File: config.mk
export PLATFORM = sky130hd
export DESIGN_NAME = ppm_port_top
export DESIGN_NICKNAME = d
export VERILOG_FILES = /design/src/ppm_pkg.sv /design/src/ppm_ifs.sv /design/src/ppm_port_top.sv /design/src/ppm_pin_drv.sv /design/src/ppm_in_sync.sv
export SDC_FILE = /design/constraint.sdc
export NUM_CORES = 1
export LEC_CHECK = 0
export ABC_AREA = 1
export BUFFER_PORTS_ARGS = -buffer_cell sky130_fd_sc_hd__buf_2
export CAP_MARGIN = 20
export CORE_MARGIN = 5
export CORE_UTILIZATION = 54
export DETAILED_ROUTE_END_ITERATION = 10
export GPL_TIMING_DRIVEN = 1
export PLACE_DENSITY = 0.91
export SYNTH_ARGS = -nofsm -noshare
export SYNTH_HDL_FRONTEND = slang
export SYNTH_HIERARCHICAL = 1
export SYNTH_SLANG_ARGS = --single-unit
File: constraint.sdc
create_clock -name core_clk -period 2.3 [get_ports core_clk]
set_clock_uncertainty 0.1 [all_clocks]
set_input_delay 0.46 -clock core_clk [delete_from_list [all_inputs] [get_ports core_clk]]
set_output_delay 0.46 -clock core_clk [all_outputs]
set_load 0.01 [all_outputs]
File: src/ppm_pkg.sv
// Constants and types for the port pin mode and alternate function block
package ppm_pkg;

  localparam logic [7:0] ADDR_P1_UPPER_MODES = 8'haf;
  localparam logic [7:0] ADDR_P3_LATCH       = 8'hb0;
  localparam logic [7:0] ADDR_P2_LOWER_MODES = 8'hb1;
  localparam logic [7:0] ADDR_P2_UPPER_MODES = 8'hb2;
  localparam logic [7:0] ADDR_P3_LOWER_MODES = 8'hb3;
  localparam logic [7:0] ADDR_P3_UPPER_MODES = 8'hb4;

  localparam logic [7:0] RST_PIN_MODES = 8'h00;
  localparam logic [7:0] RST_P3_LATCH  = 8'hff;

  typedef enum logic [1:0] {
    PPM_QUASI      = 2'b00,
    PPM_PUSH_PULL  = 2'b01,
    PPM_OPEN_DRAIN = 2'b10,
    PPM_INPUT_ONLY = 2'b11
  } ppm_mode_t;

  // Port 3 bit positions
  localparam int P3_RD_BIT  = 7;
  localparam int P3_WR_BIT  = 6;
  localparam int P3_T1_BIT  = 5;
  localparam int P3_T0_BIT  = 4;
  localparam int P3_IX1_BIT = 3;
  localparam int P3_IX0_BIT = 2;
  localparam int P3_TX_BIT  = 1;
  localparam int P3_RX_BIT  = 0;

  // Pad vector layout: port 1 pins 4..7, port 2, port 3
  localparam int NUM_PINS    = 20;
  localparam int PIN_P1_BASE = 0;
  localparam int PIN_P2_BASE = 4;
  localparam int PIN_P3_BASE = 12;

  // Synchroniser layout: port 3 pins, then the access pin
  localparam int NUM_SYNC   = 9;
  localparam int SYNC_EA_BIT = 8;

  localparam logic [1:0] SERIAL_MODE0 = 2'b00;

endpackage : ppm_pkg

File: src/ppm_ifs.sv
// Carriers between the port block and its pin driver and synchroniser
`timescale 1ns/1ps
interface ppm_drv_if #(parameter int N = 20);
  logic [2*N-1:0] mode;
  logic [N-1:0]   data;
  logic [N-1:0]   force_pp;
  logic [N-1:0]   pad_out;
  logic [N-1:0]   pad_oe;
  logic [N-1:0]   pad_pu;
  modport ctrl (output mode, output data, output force_pp,
                input pad_out, input pad_oe, input pad_pu);
  modport drv  (input mode, input data, input force_pp,
                output pad_out, output pad_oe, output pad_pu);
endinterface : ppm_drv_if

interface ppm_sync_if #(parameter int N = 9);
  logic [N-1:0] raw;
  logic [N-1:0] level;
  logic [N-1:0] fall;
  modport ctrl (output raw, input level, input fall);
  modport sync (input raw, output level, output fall);
endinterface : ppm_sync_if

File: src/ppm_port_top.sv
// Port pin modes, port 3 latch and port 3 alternate functions
`timescale 1ns/1ps
module ppm_port_top (
  // Clock and reset
  input  wire logic        core_clk,
  input  wire logic        rstn,
  // Special function register access from the core
  input  wire logic [7:0]  sfr_addr,
  input  wire logic        sfr_wr,
  input  wire logic [7:0]  sfr_wdata,
  input  wire logic        sfr_rd,
  output logic      [7:0]  sfr_rdata,
  output logic             sfr_hit,
  // External memory selection and strobes
  input  wire logic        external_access_pin_n,
  input  wire logic        hardware_config_reg_one_mem_sel,
  input  wire logic        ext_mem_rd_n,
  input  wire logic        ext_mem_wr_n,
  input  wire logic [7:0]  port2_addr_hi,
  // Port 1 upper and port 2 latch values from the core
  input  wire logic [3:0]  port1_latch_upper,
  input  wire logic [7:0]  port2_latch,
  // Timer count inputs
  output logic             timer0_count_pulse,
  output logic             timer1_count_pulse,
  // External interrupt inputs
  input  wire logic        irq0_enable,
  input  wire logic        irq0_edge_mode,
  input  wire logic        irq1_enable,
  input  wire logic        irq1_edge_mode,
  output logic             ext_irq0_req,
  output logic             ext_irq1_req,
  // Serial port 0
  input  wire logic [1:0]  serial0_mode,
  input  wire logic        serial0_tx_data,
  input  wire logic        serial0_shift_clk,
  input  wire logic        serial0_rx_out,
  input  wire logic        serial0_rx_oe,
  output logic             serial0_rx_data,
  // Pads
  input  wire logic [7:0]  port3_pad_in,
  output logic      [7:0]  port3_pin_state,
  output logic      [19:0] pad_out,
  output logic      [19:0] pad_oe,
  output logic      [19:0] pad_pullup
);

  localparam int P2B = ppm_pkg::PIN_P2_BASE;
  localparam int P3B = ppm_pkg::PIN_P3_BASE;

  ppm_drv_if  #(.N(ppm_pkg::NUM_PINS)) drv_if ();
  ppm_sync_if #(.N(ppm_pkg::NUM_SYNC)) sync_if ();

  logic [7:0] p1_upper_q;
  logic [7:0] p2_lower_q;
  logic [7:0] p2_upper_q;
  logic [7:0] p3_lower_q;
  logic [7:0] p3_upper_q;
  logic [7:0] p3_latch_q;
  logic [7:0] sfr_rdata_q;
  logic       sfr_hit_q;
  logic       ext_irq0_q;
  logic       ext_irq1_q;
  logic       mode_written_q;
  logic       ext_mem;
  logic [7:0] p3_alt;
  logic [7:0] p3_data;
  logic [7:0] p3_force;
  logic       mapped;
  logic [7:0] rd_mux;

  // Register writes

  always_ff @(posedge core_clk or negedge rstn)
  begin
    if (!rstn)
      p1_upper_q <= ppm_pkg::RST_PIN_MODES;
    else if (sfr_wr && sfr_addr == ppm_pkg::ADDR_P1_UPPER_MODES)
      p1_upper_q <= sfr_wdata;
  end

  always_ff @(posedge core_clk or negedge rstn)
  begin
    if (!rstn)
      p2_lower_q <= ppm_pkg::RST_PIN_MODES;
    else if (sfr_wr && sfr_addr == ppm_pkg::ADDR_P2_LOWER_MODES)
      p2_lower_q <= sfr_wdata;
  end

  always_ff @(posedge core_clk or negedge rstn)
  begin
    if (!rstn)
      p2_upper_q <= ppm_pkg::RST_PIN_MODES;
    else if (sfr_wr && sfr_addr == ppm_pkg::ADDR_P2_UPPER_MODES)
      p2_upper_q <= sfr_wdata;
  end

  always_ff @(posedge core_clk or negedge rstn)
  begin
    if (!rstn)
      p3_lower_q <= ppm_pkg::RST_PIN_MODES;
    else if (sfr_wr && sfr_addr == ppm_pkg::ADDR_P3_LOWER_MODES)
      p3_lower_q <= sfr_wdata;
  end

  always_ff @(posedge core_clk or negedge rstn)
  begin
    if (!rstn)
      p3_upper_q <= ppm_pkg::RST_PIN_MODES;
    else if (sfr_wr && sfr_addr == ppm_pkg::ADDR_P3_UPPER_MODES)
      p3_upper_q <= sfr_wdata;
  end

  always_ff @(posedge core_clk or negedge rstn)
  begin
    if (!rstn)
      p3_latch_q <= ppm_pkg::RST_P3_LATCH;
    else if (sfr_wr && sfr_addr == ppm_pkg::ADDR_P3_LATCH)
      p3_latch_q <= sfr_wdata;
  end

  // Register reads, answered one cycle after the strobe

  always_comb
  begin
    mapped = 1'b1;
    unique case (sfr_addr)
      ppm_pkg::ADDR_P1_UPPER_MODES: rd_mux = p1_upper_q;
      ppm_pkg::ADDR_P3_LATCH:       rd_mux = p3_latch_q;
      ppm_pkg::ADDR_P2_LOWER_MODES: rd_mux = p2_lower_q;
      ppm_pkg::ADDR_P2_UPPER_MODES: rd_mux = p2_upper_q;
      ppm_pkg::ADDR_P3_LOWER_MODES: rd_mux = p3_lower_q;
      ppm_pkg::ADDR_P3_UPPER_MODES: rd_mux = p3_upper_q;
      default:
      begin
        rd_mux = 8'h00;
        mapped = 1'b0;
      end
    endcase
  end

  // The latch is returned, not the pins, so read-modify-write keeps intent
  always_ff @(posedge core_clk or negedge rstn)
  begin
    if (!rstn)
    begin
      sfr_rdata_q <= 8'h00;
      sfr_hit_q   <= 1'b0;
    end
    else
    begin
      sfr_rdata_q <= sfr_rd ? rd_mux : 8'h00;
      sfr_hit_q   <= sfr_rd & mapped;
    end
  end

  // External memory: access pin low or configuration select
  // The pin path is two cycles late through its synchroniser; the config bit acts at once
  assign ext_mem = ~sync_if.level[ppm_pkg::SYNC_EA_BIT]
                 | hardware_config_reg_one_mem_sel;

  // Port 3 alternate outputs; one means released to the latch
  always_comb
  begin
    p3_alt                      = 8'hff;
    p3_alt[ppm_pkg::P3_RD_BIT]  = ext_mem_rd_n;
    p3_alt[ppm_pkg::P3_WR_BIT]  = ext_mem_wr_n;
    p3_alt[ppm_pkg::P3_TX_BIT]  = (serial0_mode == ppm_pkg::SERIAL_MODE0)
                                ? serial0_shift_clk : serial0_tx_data;
    if (serial0_mode == ppm_pkg::SERIAL_MODE0 && serial0_rx_oe)
      p3_alt[ppm_pkg::P3_RX_BIT] = serial0_rx_out;
    p3_data  = p3_latch_q & p3_alt;
    p3_force = 8'h00;
    if (ext_mem)
    begin
      p3_data[ppm_pkg::P3_RD_BIT]  = ext_mem_rd_n;
      p3_data[ppm_pkg::P3_WR_BIT]  = ext_mem_wr_n;
      p3_force[ppm_pkg::P3_RD_BIT] = 1'b1;
      p3_force[ppm_pkg::P3_WR_BIT] = 1'b1;
    end
  end

  // Pin k of a half sits at bits 2k+1:2k, so halves concatenate in order
  assign drv_if.mode = {p3_upper_q, p3_lower_q, p2_upper_q,
                        p2_lower_q, p1_upper_q};
  assign drv_if.data = {p3_data,
                        ext_mem ? port2_addr_hi : port2_latch,
                        port1_latch_upper};
  assign drv_if.force_pp = {p3_force, {8{ext_mem}}, 4'h0};

  ppm_pin_drv #(.N(ppm_pkg::NUM_PINS)) u_pin_drv (
    .core_clk (core_clk),
    .rstn     (rstn),
    .d        (drv_if.drv)
  );

  assign sync_if.raw = {external_access_pin_n, port3_pad_in};

  ppm_in_sync #(.N(ppm_pkg::NUM_SYNC)) u_in_sync (
    .core_clk (core_clk),
    .rstn     (rstn),
    .s        (sync_if.sync)
  );

  // External interrupt requests: pulse on falling edge, held high while the level is low
  always_ff @(posedge core_clk or negedge rstn)
  begin
    if (!rstn)
    begin
      ext_irq0_q <= 1'b0;
      ext_irq1_q <= 1'b0;
    end
    else
    begin
      ext_irq0_q <= irq0_enable & (irq0_edge_mode
                  ? sync_if.fall[ppm_pkg::P3_IX0_BIT]
                  : ~sync_if.level[ppm_pkg::P3_IX0_BIT]);
      ext_irq1_q <= irq1_enable & (irq1_edge_mode
                  ? sync_if.fall[ppm_pkg::P3_IX1_BIT]
                  : ~sync_if.level[ppm_pkg::P3_IX1_BIT]);
    end
  end

  // Seen by assertions only
  always_ff @(posedge core_clk or negedge rstn)
  begin
    if (!rstn)
      mode_written_q <= 1'b0;
    else if (sfr_wr && sfr_addr != ppm_pkg::ADDR_P3_LATCH)
      mode_written_q <= 1'b1;
  end

  assign sfr_rdata          = sfr_rdata_q;
  assign sfr_hit            = sfr_hit_q;
  assign timer0_count_pulse = sync_if.fall[ppm_pkg::P3_T0_BIT];
  assign timer1_count_pulse = sync_if.fall[ppm_pkg::P3_T1_BIT];
  assign ext_irq0_req       = ext_irq0_q;
  assign ext_irq1_req       = ext_irq1_q;
  assign serial0_rx_data    = sync_if.level[ppm_pkg::P3_RX_BIT];
  assign port3_pin_state    = sync_if.level[7:0];
  assign pad_out            = drv_if.pad_out;
  assign pad_oe             = drv_if.pad_oe;
  assign pad_pullup         = drv_if.pad_pu;
endmodule : ppm_port_top

File: src/ppm_pin_drv.sv
// Registered per-pin driver decoding the two-bit pin mode
`timescale 1ns/1ps
module ppm_pin_drv #(
  parameter int N = 20
) (
  // Clock and reset
  input wire logic core_clk,
  input wire logic rstn,
  // Mode, data and pad controls
  ppm_drv_if.drv   d
);

  if (N < 1) $error("ppm_pin_drv: N must be at least 1");

  for (genvar i = 0; i < N; i++) begin : g_pin
    ppm_pkg::ppm_mode_t m;
    logic [2:0]         nxt;

    always_comb
    begin
      m = ppm_pkg::ppm_mode_t'(d.mode[2*i +: 2]);
      if (d.force_pp[i])
        nxt = {d.data[i], 1'b1, 1'b0};
      else
      begin
        unique case (m)
          ppm_pkg::PPM_QUASI:      nxt = {1'b0, ~d.data[i], d.data[i]};
          ppm_pkg::PPM_PUSH_PULL:  nxt = {d.data[i], 1'b1, 1'b0};
          ppm_pkg::PPM_OPEN_DRAIN: nxt = {1'b0, ~d.data[i], 1'b0};
          ppm_pkg::PPM_INPUT_ONLY: nxt = 3'b000;
        endcase
      end
    end

    // Registered so a mode write reaches the pad one cycle later
    always_ff @(posedge core_clk or negedge rstn)
    begin
      if (!rstn)
        {d.pad_out[i], d.pad_oe[i], d.pad_pu[i]} <= 3'b001;
      else
        {d.pad_out[i], d.pad_oe[i], d.pad_pu[i]} <= nxt;
    end

  end
endmodule : ppm_pin_drv

File: src/ppm_in_sync.sv
// Two-stage synchroniser with registered falling-edge detect
`timescale 1ns/1ps
module ppm_in_sync #(
  parameter int N = 9
) (
  // Clock and reset
  input wire logic core_clk,
  input wire logic rstn,
  // Raw pins in, clean levels and edges out
  ppm_sync_if.sync s
);

  if (N < 1) $error("ppm_in_sync: N must be at least 1");

  logic [N-1:0] s1_q;
  logic [N-1:0] s2_q;
  logic [N-1:0] s3_q;
  logic [N-1:0] fall_q;

  // Idle high so no false edge appears at reset release
  always_ff @(posedge core_clk or negedge rstn)
  begin
    if (!rstn)
    begin
      s1_q <= '1;
      s2_q <= '1;
      s3_q <= '1;
    end
    else
    begin
      s1_q <= s.raw;
      s2_q <= s1_q;
      s3_q <= s2_q;
    end
  end

  always_ff @(posedge core_clk or negedge rstn)
  begin
    if (!rstn)
      fall_q <= '0;
    else
      fall_q <= s3_q & ~s2_q;
  end

  assign s.level = s2_q;
  assign s.fall  = fall_q;

  for (genvar i = 0; i < N; i++) begin : g_chk

  end
endmodule : ppm_in_sync

==> flow_summary.yaml <==
routing:
  drt-initial-drc-count: 374
  wirelength_um: 14400
  wire_per_inst_um: 14.7
  vias: 4932
  drc: 0
  vias_per_cell: 5.00
  drt.antenna.violating_nets: 0
  firstDrtPassIters: 8
yosys:
  avgSynthCellArea_um2: 9.40
  synth_area_mm2: 0.00615
  synth_cells: 655
  ys_warn_count: 6
place:
  routabilityCongestion: 0.938
  place_ws_ns: 0.341
  numPortBuffers: 143
  dp_hpwl_um: 10700
floorplan:
  initial_utilization: 0.546
  die-area_mm2: 0.0136
  row_count: 39
  die_y_um: 117
  core-area_mm2: 0.0113
  die_w_um: 117
  io_pins: 144
sta:
  finalHoldViolations: 0
  setup_ws_ns: 0.540
  fin_setup_tns_ns: 0
  worstMarginPinSlew_ns: 0.855
  finalMaxSlewViolations: 0
  period_needed_ns: 1.76
  timing.slew.headroom: 0.430
  max_freq_mhz: 568
  fin_crit_sh: 0.765
  setup_viol: 0
  rsz0062_at_grt: "false"
clock_tree:
  insertion_delay_ns: 0.42
  cts_buffers: 17
  root_buffer: "clkbuf_16"
  clockBufferDepth: 2
  path_clk_slew_ns: 0.05
  cts_tree: "done"
  ctsResizeCount: 0
  htree_levels: 4
  clock_sinks: 145
run_status:
  status: "completed"
global_routing:
  grt_pass1_vias: 4782
  grt_pass1_wl_um: 22900
  grt.overflow.total: 0
  grt_max_degree: 57
  gr-usage-all-layers: 0.222
  antenna_found_initial: 0
finish:
  drive_gt1_frac: 0.317
  n_fill_cell: 851
  final_common_cell: "nand2_1"
  fin_util: 0.681
  synthToLayoutAreaGrowth_pct: 24.7
  n_antenna_cell: 0
  final_nets: 892
  layout_common_cells: "148 x nand2_1, 142 x buf_2, 116 x inv_1"
min_path:
  hold_class: "in2reg"
worst_setup_path:
  cp-start-kind: "flip-flop"
  required_ns: 2.54
  cp-end-kind: "flip-flop"
  crit_type: "reg2reg"
  arrival_ns: 2.00
  worstPathMaxFanout: 30
power_and_ir_drop:
  ir_worst_vdd_v: 0.000561
  power_density_mw_per_mm2: 778
  p_leak_nw: 3.86
flow_run:
  drv_cap: 0
worst max-delay path: stages, from the launching register on:
cell and delay, ns:
dfstp_2 0.51, inv_1 0.03, nor2_1 0.12, inv_1 0.39
o21a_1 0.33, inv_1 0.08, nand2_1 0.05, nand3_1 0.07
power by group:
group	leakage, nW	internal, mW	total [mW]	switching (mW)
Sequential	1.70	2.71	2.79	0.0782
Clock	0.282	1.68	2.64	0.969
Combinational	1.88	0.193	0.531	0.339
Total	3.86	4.58	5.97	1.39
final cells by class:
| type | count | area [um2] | share of cell area |
|---|---|---|---|
| Tap cell | 143 | 179 | 0.0233 |
| Clock buffer | 26 | 489 | 0.0638 |
| Multi-Input combinational cell | 401 | 2010 | 0.262 |
| Clock inverter | 6 | 80.1 | 0.0104 |
| Timing Repair Buffer | 148 | 787 | 0.103 |
| Sequential cell | 145 | 3690 | 0.481 |
| Inverter | 117 | 439 | 0.0572 |
final timing paths:
path                                     endpoint  slack, ns  depth (start not counted)                 start
setup / recovery           u_pin_drv/d.pad_oe[18]       0.54                          7  u_in_sync/s.level[8]
hold / removal                  u_in_sync/s1_q[2]       0.04                          1       port3_pad_in[2]
setup reg to reg           u_pin_drv/d.pad_oe[18]       0.54                          7  u_in_sync/s.level[8]
hold reg to reg              u_in_sync/s.level[6]       0.25                          0     u_in_sync/s1_q[6]
max in group asynchronous  u_pin_drv/d.pad_pu[13]       0.93                          3                  rstn
min in group asynchronous     u_in_sync/s.fall[5]       0.47                          2                  rstn
metal layers:
layer / wire (um) / track usage / up-vias
li1: - / - / 2387
met1: 5640 / 0.267 / 2311
met2: 7030 / 0.364 / 201
met3: 1380 / 0.0741 / 33
met4: 406 / 0.0948 / 0
met5: 0 / 0 / -
timing repair:
item / CTS / global route
endpoints found under the setup margin: 0 / 0
setup buffers: 0 / 0
hold buffers: 1 / 0
hold endpoints to repair: 24 / 0
flip-flops by register name (all words and copies together) (netlist names), 8 cells and up:
name                 cells
u_pin_drv/d.pad_oe      20
u_pin_drv/d.pad_out     20
u_pin_drv/d.pad_pu      20
u_in_sync/s.level        9
u_in_sync/s1_q           9
p1_upper_q               8
p2_lower_q               8
p2_upper_q               8
p3_latch_q               8
p3_lower_q               8
p3_upper_q               8
sfr_rdata                8
stage by stage:
step	area [um2]	hold slack [ns]	total power [mW]	std cells
4_1_cts	7670	0.0212	6.03	986
3_5_place_dp	7090	0.247	3.36	953
5_1_grt	7670	0.0212	6.21	986
6_report	7670	0.0433	5.97	986
3_3_place_gp	7090	0.246	3.33	953
2_1_floorplan	6230	0.0644	3.10	674
No activity file was read; power rests on OpenSTA's default activity.
